File: src/design/ocr_defs.svh
// Offsets, field positions and reset values of the output config pair
`ifndef OCR_DEFS_SVH
`define OCR_DEFS_SVH

`define OCR_ADDR_DIFF2 8'h23
`define OCR_ADDR_SEDIV 8'h24

`define OCR_D2_SRC_BIT 7
`define OCR_D2_KIND_HI 5
`define OCR_D2_KIND_LO 4
`define OCR_D2_SLEW_BIT 1
`define OCR_D2_COMP_BIT 0

`define OCR_SE_PDN_BIT 7
`define OCR_SE_REFRUN_BIT 6
`define OCR_SE_DFLT_BIT 4
`define OCR_SE_SRC_BIT 3
`define OCR_SE_REFEN_BIT 2
`define OCR_SE_CH3_BIT 1
`define OCR_SE_CH2_BIT 0

// Reserved bits read back fixed; writable bits are masked in
`define OCR_DIFF2_WMASK 8'hb3
`define OCR_DIFF2_RSVD 8'h04
`define OCR_SEDIV_WMASK 8'hdf
`define OCR_SEDIV_RSVD 8'h00

`define OCR_DIFF2_RESET 8'h34
`define OCR_SEDIV_RESET 8'h8c

`define OCR_KIND_CMOS 2'h0
`define OCR_KIND_CSDIFF 2'h3

`endif

File: src/design/ocr_pkg.sv
// Types shared by the output config pair
package ocr_pkg;

  typedef enum logic [1:0] {
    OCR_CMOS = 2'h0,
    OCR_RSVD1 = 2'h1,
    OCR_RSVD2 = 2'h2,
    OCR_CURRENT_STEERING = 2'h3
  } ocr_kind_t;

  typedef struct packed {
    logic second_diff_source_select;
    ocr_kind_t second_diff_output_kind;
    logic second_diff_cmos_slew;
    logic second_diff_complement_leg_enable;
  } ocr_diff2_t;

  typedef struct packed {
    logic software_chip_powerdown_n;
    logic ref_free_run;
    logic first_single_ended_default;
    logic first_single_ended_source_select;
    logic ref_enable;
    logic fourth_divider_ch3_enable;
    logic fourth_divider_ch2_enable;
  } ocr_sediv_t;

  typedef struct packed {
    logic first_output_divider;
    logic third_output_divider;
    logic fourth_output_divider;
    logic fifth_output_divider;
    logic free_run_32k;
  } ocr_sources_t;

endpackage

File: src/design/ocr_regs.sv
// Output configuration register pair with its output routing
`timescale 1ns/1ps
`default_nettype none
`include "ocr_defs.svh"

// Functional notes
// RULE1: The second differential output comes from the first divider when its source bit is 0 and the third when 1, reset 0.
// RULE2: The output kind field selects CMOS on 00 and current-steering differential on 11, resets to 11, and 01 or 10 are never written.
// RULE3: The slew bit gives normal slew on 0 and strong slew on 1 in CMOS mode, reset 0.
// RULE4: The complement leg enable bit turns the CMOS complementary leg on when set, reset off.
// RULE5: Writing 0 to the power-down bit powers the chip down, writing 1 restores it, reset 1.
// RULE6: The first single-ended output runs at 32k until its default bit is set, then takes divider four on select 1 or five on 0; defaults 0 and 1.
// RULE7: Two bits enable channels 3 and 2 of the fourth divider, both reset off.
// RULE8: Reserved bits ignore writes and read back their default values.
module ocr_regs
  import ocr_pkg::*;
(
  // Clock and reset
  input wire logic clock,
  input wire logic resetn,
  // Register port from the serial decoder
  input wire logic reg_wr,
  input wire logic reg_rd,
  input wire logic [7:0] reg_addr,
  input wire logic [7:0] reg_wdata,
  output logic [7:0] reg_rdata,
  output logic reg_rvalid,
  // Divider and free-run sources
  input wire ocr_sources_t sources,
  // Configuration seen by the analog outputs
  output ocr_diff2_t diff2_cfg,
  output ocr_sediv_t sediv_cfg,
  output logic second_diff_strong_slew,
  output logic second_diff_complement_on,
  output logic chip_powered_down,
  // Routed outputs
  output logic second_diff_clock,
  output logic first_single_ended_output,
  output logic fourth_divider_ch3,
  output logic fourth_divider_ch2
);

  ocr_diff2_t diff2_q;
  ocr_sediv_t sediv_q;
  logic [7:0] diff2_byte;
  logic [7:0] sediv_byte;
  logic [7:0] rdata_q;
  logic rvalid_q;
  logic d2_clk_q;
  logic se_out_q;
  logic ch3_q;
  logic ch2_q;
  logic wr_diff2;
  logic wr_sediv;
  logic [1:0] wr_kind;

  assign wr_diff2 = reg_wr && (reg_addr == `OCR_ADDR_DIFF2);
  assign wr_sediv = reg_wr && (reg_addr == `OCR_ADDR_SEDIV);
  assign wr_kind = reg_wdata[`OCR_D2_KIND_HI:`OCR_D2_KIND_LO];

  // Byte images; reserved positions are constants, never stored
  assign diff2_byte = (`OCR_DIFF2_RSVD & ~`OCR_DIFF2_WMASK)
    | ({diff2_q.second_diff_source_select, 1'b0,
        diff2_q.second_diff_output_kind, 2'b00,
        diff2_q.second_diff_cmos_slew,
        diff2_q.second_diff_complement_leg_enable}
       & `OCR_DIFF2_WMASK); // [RULE8]
  assign sediv_byte = (`OCR_SEDIV_RSVD & ~`OCR_SEDIV_WMASK)
    | ({sediv_q.software_chip_powerdown_n, sediv_q.ref_free_run, 1'b0,
        sediv_q.first_single_ended_default,
        sediv_q.first_single_ended_source_select, sediv_q.ref_enable,
        sediv_q.fourth_divider_ch3_enable,
        sediv_q.fourth_divider_ch2_enable}
       & `OCR_SEDIV_WMASK); // [RULE8]

  // Second differential control register
  always_ff @(posedge clock or negedge resetn) begin
    if (!resetn) begin
      diff2_q.second_diff_source_select <=
        1'(`OCR_DIFF2_RESET >> `OCR_D2_SRC_BIT); // [RULE1]
      diff2_q.second_diff_output_kind <=
        ocr_kind_t'(`OCR_KIND_CSDIFF); // [RULE2]
      diff2_q.second_diff_cmos_slew <= 1'b0; // [RULE3]
      diff2_q.second_diff_complement_leg_enable <= 1'b0; // [RULE4]
    end else if (wr_diff2) begin
      diff2_q.second_diff_source_select <=
        reg_wdata[`OCR_D2_SRC_BIT]; // [RULE1]
      // A reserved kind code would leave the pad undefined; keep old one
      if (wr_kind == `OCR_KIND_CMOS || wr_kind == `OCR_KIND_CSDIFF) begin
        diff2_q.second_diff_output_kind <= ocr_kind_t'(wr_kind); // [RULE2]
      end
      diff2_q.second_diff_cmos_slew <= reg_wdata[`OCR_D2_SLEW_BIT]; // [RULE3]
      diff2_q.second_diff_complement_leg_enable <=
        reg_wdata[`OCR_D2_COMP_BIT]; // [RULE4]
    end
  end

  // Single-ended and fourth divider control register
  always_ff @(posedge clock or negedge resetn) begin
    if (!resetn) begin
      sediv_q.software_chip_powerdown_n <= 1'b1; // [RULE5]
      sediv_q.ref_free_run <= 1'b0;
      sediv_q.first_single_ended_default <= 1'b0; // [RULE6]
      sediv_q.first_single_ended_source_select <= 1'b1; // [RULE6]
      sediv_q.ref_enable <= 1'b1;
      sediv_q.fourth_divider_ch3_enable <= 1'b0; // [RULE7]
      sediv_q.fourth_divider_ch2_enable <= 1'b0; // [RULE7]
    end else if (wr_sediv) begin
      sediv_q.software_chip_powerdown_n <=
        reg_wdata[`OCR_SE_PDN_BIT]; // [RULE5]
      sediv_q.ref_free_run <= reg_wdata[`OCR_SE_REFRUN_BIT];
      sediv_q.first_single_ended_default <=
        reg_wdata[`OCR_SE_DFLT_BIT]; // [RULE6]
      sediv_q.first_single_ended_source_select <=
        reg_wdata[`OCR_SE_SRC_BIT]; // [RULE6]
      sediv_q.ref_enable <= reg_wdata[`OCR_SE_REFEN_BIT];
      sediv_q.fourth_divider_ch3_enable <=
        reg_wdata[`OCR_SE_CH3_BIT]; // [RULE7]
      sediv_q.fourth_divider_ch2_enable <=
        reg_wdata[`OCR_SE_CH2_BIT]; // [RULE7]
    end
  end

  // Read port: one cycle after the strobe; unmapped reads give zero
  always_ff @(posedge clock or negedge resetn) begin
    if (!resetn) begin
      rdata_q <= 8'h00;
      rvalid_q <= 1'b0;
    end else begin
      rvalid_q <= reg_rd;
      if (reg_rd) begin
        case (reg_addr)
          `OCR_ADDR_DIFF2: rdata_q <= diff2_byte; // [RULE8]
          `OCR_ADDR_SEDIV: rdata_q <= sediv_byte; // [RULE8]
          default: rdata_q <= 8'h00;
        endcase
      end
    end
  end

  // Output routing, retimed; power-down silences every routed output
  always_ff @(posedge clock or negedge resetn) begin
    if (!resetn) begin
      d2_clk_q <= 1'b0;
      se_out_q <= 1'b0;
      ch3_q <= 1'b0;
      ch2_q <= 1'b0;
    end else if (!sediv_q.software_chip_powerdown_n) begin
      d2_clk_q <= 1'b0; // [RULE5]
      se_out_q <= 1'b0; // [RULE5]
      ch3_q <= 1'b0; // [RULE5]
      ch2_q <= 1'b0; // [RULE5]
    end else begin
      d2_clk_q <= diff2_q.second_diff_source_select
        ? sources.third_output_divider
        : sources.first_output_divider; // [RULE1]
      if (!sediv_q.first_single_ended_default) begin
        se_out_q <= sources.free_run_32k; // [RULE6]
      end else begin
        se_out_q <= sediv_q.first_single_ended_source_select
          ? sources.fourth_output_divider
          : sources.fifth_output_divider; // [RULE6]
      end
      ch3_q <= sources.fourth_output_divider
        & sediv_q.fourth_divider_ch3_enable; // [RULE7]
      ch2_q <= sources.fourth_output_divider
        & sediv_q.fourth_divider_ch2_enable; // [RULE7]
    end
  end

  assign reg_rdata = rdata_q;
  assign reg_rvalid = rvalid_q;
  assign diff2_cfg = diff2_q;
  assign sediv_cfg = sediv_q;
  // Slew and complement leg only mean something on a CMOS pad
  assign second_diff_strong_slew = diff2_q.second_diff_cmos_slew
    && (diff2_q.second_diff_output_kind == OCR_CMOS); // [RULE3]
  assign second_diff_complement_on =
    diff2_q.second_diff_complement_leg_enable
    && (diff2_q.second_diff_output_kind == OCR_CMOS); // [RULE4]
  assign chip_powered_down = !sediv_q.software_chip_powerdown_n; // [RULE5]
  assign second_diff_clock = d2_clk_q;
  assign first_single_ended_output = se_out_q;
  assign fourth_divider_ch3 = ch3_q;
  assign fourth_divider_ch2 = ch2_q;
endmodule
`default_nettype wire

File: config.mk
export PLATFORM = sky130hd
export DESIGN_NAME = ocr_regs
export DESIGN_NICKNAME = d
export VERILOG_FILES = /design/src/design/ocr_pkg.sv /design/src/design/ocr_regs.sv
export VERILOG_INCLUDE_DIRS = /design/src /design/src/design
export SDC_FILE = /design/constraint.sdc
export NUM_CORES = 1
export LEC_CHECK = 0
export BUFFER_PORTS_ARGS = -buffer_cell sky130_fd_sc_hd__buf_4
export CAP_MARGIN = 0
export CORE_ASPECT_RATIO = 0.8
export CORE_UTILIZATION = 48
export DETAILED_ROUTE_END_ITERATION = 6
export GPL_TIMING_DRIVEN = 0
export PLACE_DENSITY = 0.93
export RECOVER_POWER = 100
export SLEW_MARGIN = 15
export SYNTH_ARGS = -nofsm -noshare
export SYNTH_HDL_FRONTEND = slang
export SYNTH_SLANG_ARGS = --single-unit
File: constraint.sdc
create_clock -name clock -period 1.65 [get_ports clock]
set_input_delay 0.2475 -clock clock [delete_from_list [all_inputs] [get_ports clock]]
set_output_delay 0.2475 -clock clock [all_outputs]
set_load 0.005 [all_outputs]
---- Word-level counts from Yosys, hierarchy flattened ----
Cells that the tools add are included.
operators by class
  reductions and logical operators ........ 9
  bitwise logic cells ..................... 2
  muxes and demuxes ....................... 8
  equal/unequal tests ..................... 3
operators by type and width
  kind                                                             count
  8-bit by 6-bit == test with 1-bit output, second input constant  2
  8-bit case mux with 2 select lines                               1
  1-bit two-way mux                                                7
  1-bit logical AND                                                4
  2-bit logical NOT                                                2
  1-bit AND                                                        2
  2-bit == test, second input constant                             1
  2-bit AND reduction                                              1
  1-bit logical NOT                                                1
  1-bit logical OR                                                 1
word-level totals
  word-level logic and storage cells ...... 39
  output and inout port bits .............. 28
  register bits ........................... 25

---- Logic depth before layout (Yosys ltp) ----
  depth after elaboration ................. 3
  mapped depth ............................ 4
  mapped depth without buffers ............ 3

---- Worst setup path before layout ----
No wires, ideal clock.
  path kind ............................... input -> register
  start point ............................. input reg_addr[4]
  end point ............................... register sediv_q (netlist bit sediv_cfg[0])
  buffers on the path ..................... 0
  arrival time ............................ 1.128 ns
  cell stages on the path ................. 3
  setup slack ............................. 0.398 ns
  setup time .............................. 0.125 ns
  cell sequence ........................... nor4b_4 > nand3_2 > mux2_2
between the ends
  word-level cells in the longest chain between the ends .. 2
RTL lines
  what                                      line            RTL
  start, declared                           ocr_regs.sv:24  input wire logic [7:0] reg_addr,
  8-bit by 6-bit == test with 1-bit output  -
  1-bit logical AND                         ocr_regs.sv:58  assign wr_sediv = reg_wr && (reg_addr == `OCR_ADDR_SEDIV);
  end, declared                             ocr_regs.sv:44  ocr_sediv_t sediv_q;
No other way between the ends.
A chain may end at the register's enable or synchronous reset.

---- Worst setup path in the final report ----
  start point ............................. input reg_addr[4]
  end point ............................... register sediv_q (netlist bit sediv_cfg[1])
Same word-level chain as after synthesis.

==> results.md <==
- DR vias: 885
- Peak VDD IR: 0.553 mV
- Synth warn: 0
- CP required: 1860 ps
- GRT overflow: 0
- Fin crit share: 94.9%
- Power Dens Cells: 691 mW/mm2
- Outcome: finished, final reports clean
- Worst Skew: 15.5 ps
- Post-synthesis instance area: 0.00107 mm2
- Initial antenna violation count: 0
- Worst min-delay path class: in2reg
- Mean Syn Cell Area: 12.5 um2
- Port-buffer cells: 52
- Gpl congestion: 0.716
- DRT Pass-1 Iters: 4
- Area of the core: 0.00198 mm2
- Worst Setup Start Kind: primary input
- Clock Sinks: 25
- Routed WL per cell: 15.0 um
- Sequential share of the synthesized area: 59.0%
- Critical path peak fanout: 7
- Clk pin slew, worst setup/hold paths: 140 ps
- Cells after Synth: 86
- Number of gates resized after CTS: 0
- # H-tree levels: 1
- Fin crit period: 1570 ps
- Crit path DAT: 1780 ps
- Clock Latency Late Sink: 330 ps
- Hold_buf cts: 1
- Initial Util: 54.1%
- Placed Cells: 162
- Root Buffer: clkbuf_4
- First-pass GRT wire length: 3800 um
- Drt drc: 0
- Final Hold Vio Count: 0
- Max-Cap Viols: 0
- Worst-margin pin slew: 594 ps
- Slew Limit Fails: 0
- CTS Buffer Depth: 2
- GR Util All Layers: 23.3%
- Hold slack final: 45.3 ps
- Crit Path Category: in2reg
- Area of the multi-input gates: 372 um2
- Vias in the first global route: 843
- Rows: 14
- Syn_nets: 111
- Share of layout cells above drive strength 1: 46.9%
- Vias per cell: 5.30
- Diodes inserted: 0
- Library cells used by synthesis: 25
- Yosys reg bits: 25
- TNS Setup: 0 ps
- Leak: 0.740 nW
- Nets: 169
- IO Pins: 53
- Worst setup EP type: flop
- Post CTS Setup Buffer Count: 0
- Largest net degree at the start of global routing: 26
- RSZ-0062 raised after global routing: false
- Initial DRC count: 10
- Synth-to-layout area growth: 40.5%
- Finished Layout Cells: 167
- Total Routed Length: 2500 um
- Die height: 44.3 um
- Slew margin rel.: 60.3%
- Inserted Clock Buffers: 3
- Peak Freq: 0.639 GHz
- DP HPWL: 1970 um
- Post-route ant nets: 0
- Sequential cell area: 632 um2
- Fillers: 142
- Die Span X: 54.8 um
- Final setup fails: 0
- Clock tree from TritonCTS: built
- Die area: 0.00243 mm2
[layout make-up]
cell class	instances	share of cell area, %
sequential	25	42.0
clock buffer	3	1.50
clock inverter	1	0.333
inverter	12	2.99
timing repair buffer	53	25.9
tap	24	2.00
multi-input combinational	47	24.7
buffer	2	0.582
[state kept, by name, summed over array words and instances, names as in the netlist]
signal / cells
diff2_cfg: 5
first_single_ended_output: 1
fourth_divider_ch2: 1
fourth_divider_ch3: 1
reg_rdata: 8
reg_rvalid: 1
second_diff_clock: 1
sediv_cfg: 7
[final timing paths]
| check | start | endpoint | slack, ps | cells after the start |
|---|---|---|---|---|
| setup / recovery | reg_addr[4] | sediv_cfg[1] | 80 | 4 |
| hold / removal | reg_rd | reg_rvalid | 50 | 1 |
| setup reg to reg | diff2_cfg[3] | diff2_cfg[3] | 570 | 3 |
| hold reg to reg | sediv_cfg[4] | first_single_ended_output | 530 | 1 |
| max in group asynchronous | resetn | diff2_cfg[1] | 820 | 2 |
| min in group asynchronous | resetn | sediv_cfg[5] | 430 | 2 |
[cells by family after synthesis]
group                  synth area share [%]
AO/OA/AOI/OAI                          12.0
flip-flops                             59.0
AND/OR/NAND/NOR                        11.6
multiplexers                           12.4
buffers and inverters                  5.02
[cells in the mapped netlist]
cell type / n / share of area [%]
inv_1: 12 / 4.2
buf_2: 1 / 0.47
a211oi_1: 1 / 0.70
and3b_1: 1 / 0.82
a22oi_1: 4 / 2.8
clkbuf_1: 1 / 0.35
dfrtp_1: 20 / 47
nand2_1: 3 / 1.1
a2bb2oi_1: 1 / 0.82
mux2i_1: 2 / 1.9
nand3_2: 1 / 0.93
nand3_1: 1 / 0.47
and3_1: 4 / 2.3
nor2_1: 2 / 0.70
dfstp_2: 5 / 12
nand4_1: 1 / 0.58
nor2b_1: 1 / 0.58
nor3b_2: 1 / 1.2
o2bb2a_1: 1 / 0.93
a21oi_1: 1 / 0.47
nand3b_1: 1 / 0.70
nor4b_4: 1 / 2.2
a41oi_1: 2 / 1.6
mux2_2: 10 / 11
o22ai_1: 8 / 4.7
[cell usage in the layout, fill, tap and decap left out, drive strengths merged]
| master | n |
|---|---|
| nor3b | 1 |
| and3b | 1 |
| a21oi | 1 |
| nand4 | 1 |
| dlygate4sd3 | 1 |
| o2bb2a | 1 |
| a211oi | 1 |
| nand2 | 3 |
| nor4b | 1 |
| dfrtp | 20 |
| a41oi | 2 |
| a2bb2oi | 1 |
| nand3 | 2 |
| o22ai | 8 |
| nor2 | 2 |
| inv | 12 |
| nor2b | 1 |
| mux2i | 2 |
| dfstp | 5 |
| clkbuf | 33 |
| buf | 24 |
| nand3b | 1 |
| a22oi | 4 |
| and3 | 4 |
| clkinv | 1 |
| mux2 | 10 |
[where the power goes]
group          internal (mW)  total [mW]  leakage, nW  switching, mW
registers              0.629       0.642        0.329         0.0136
clock network         0.0910       0.271       0.0177          0.180
logic                 0.0752       0.127        0.393         0.0513
total                  0.795        1.04        0.740          0.245
[metrics by stage]
step                      worst slack [ps]  total power, mW  area, um2  utilization [%]
final                                 84.8             1.04       1510             76.0
after CTS                              148             1.05       1530             77.2
after floorplan                        398            0.691       1070                -
after detailed placement              33.7            0.788       1490             75.3
after global placement                60.9            0.782       1490             75.3
after global routing                  63.8             1.09       1510             76.0
[layer usage]
metal  share of wire (%)  global-route usage (%)
met5                   0                       0
met4                 1.0                    6.67
met3                 7.9                    7.22
met2                  51                    39.8
met1                  40                    27.9
[critical path: stages]
cell and delay (ps):
clkbuf_4 110, nor4b_2 570, nand3_1 460, mux2_2 400
(Power assumes the default switching activity.)
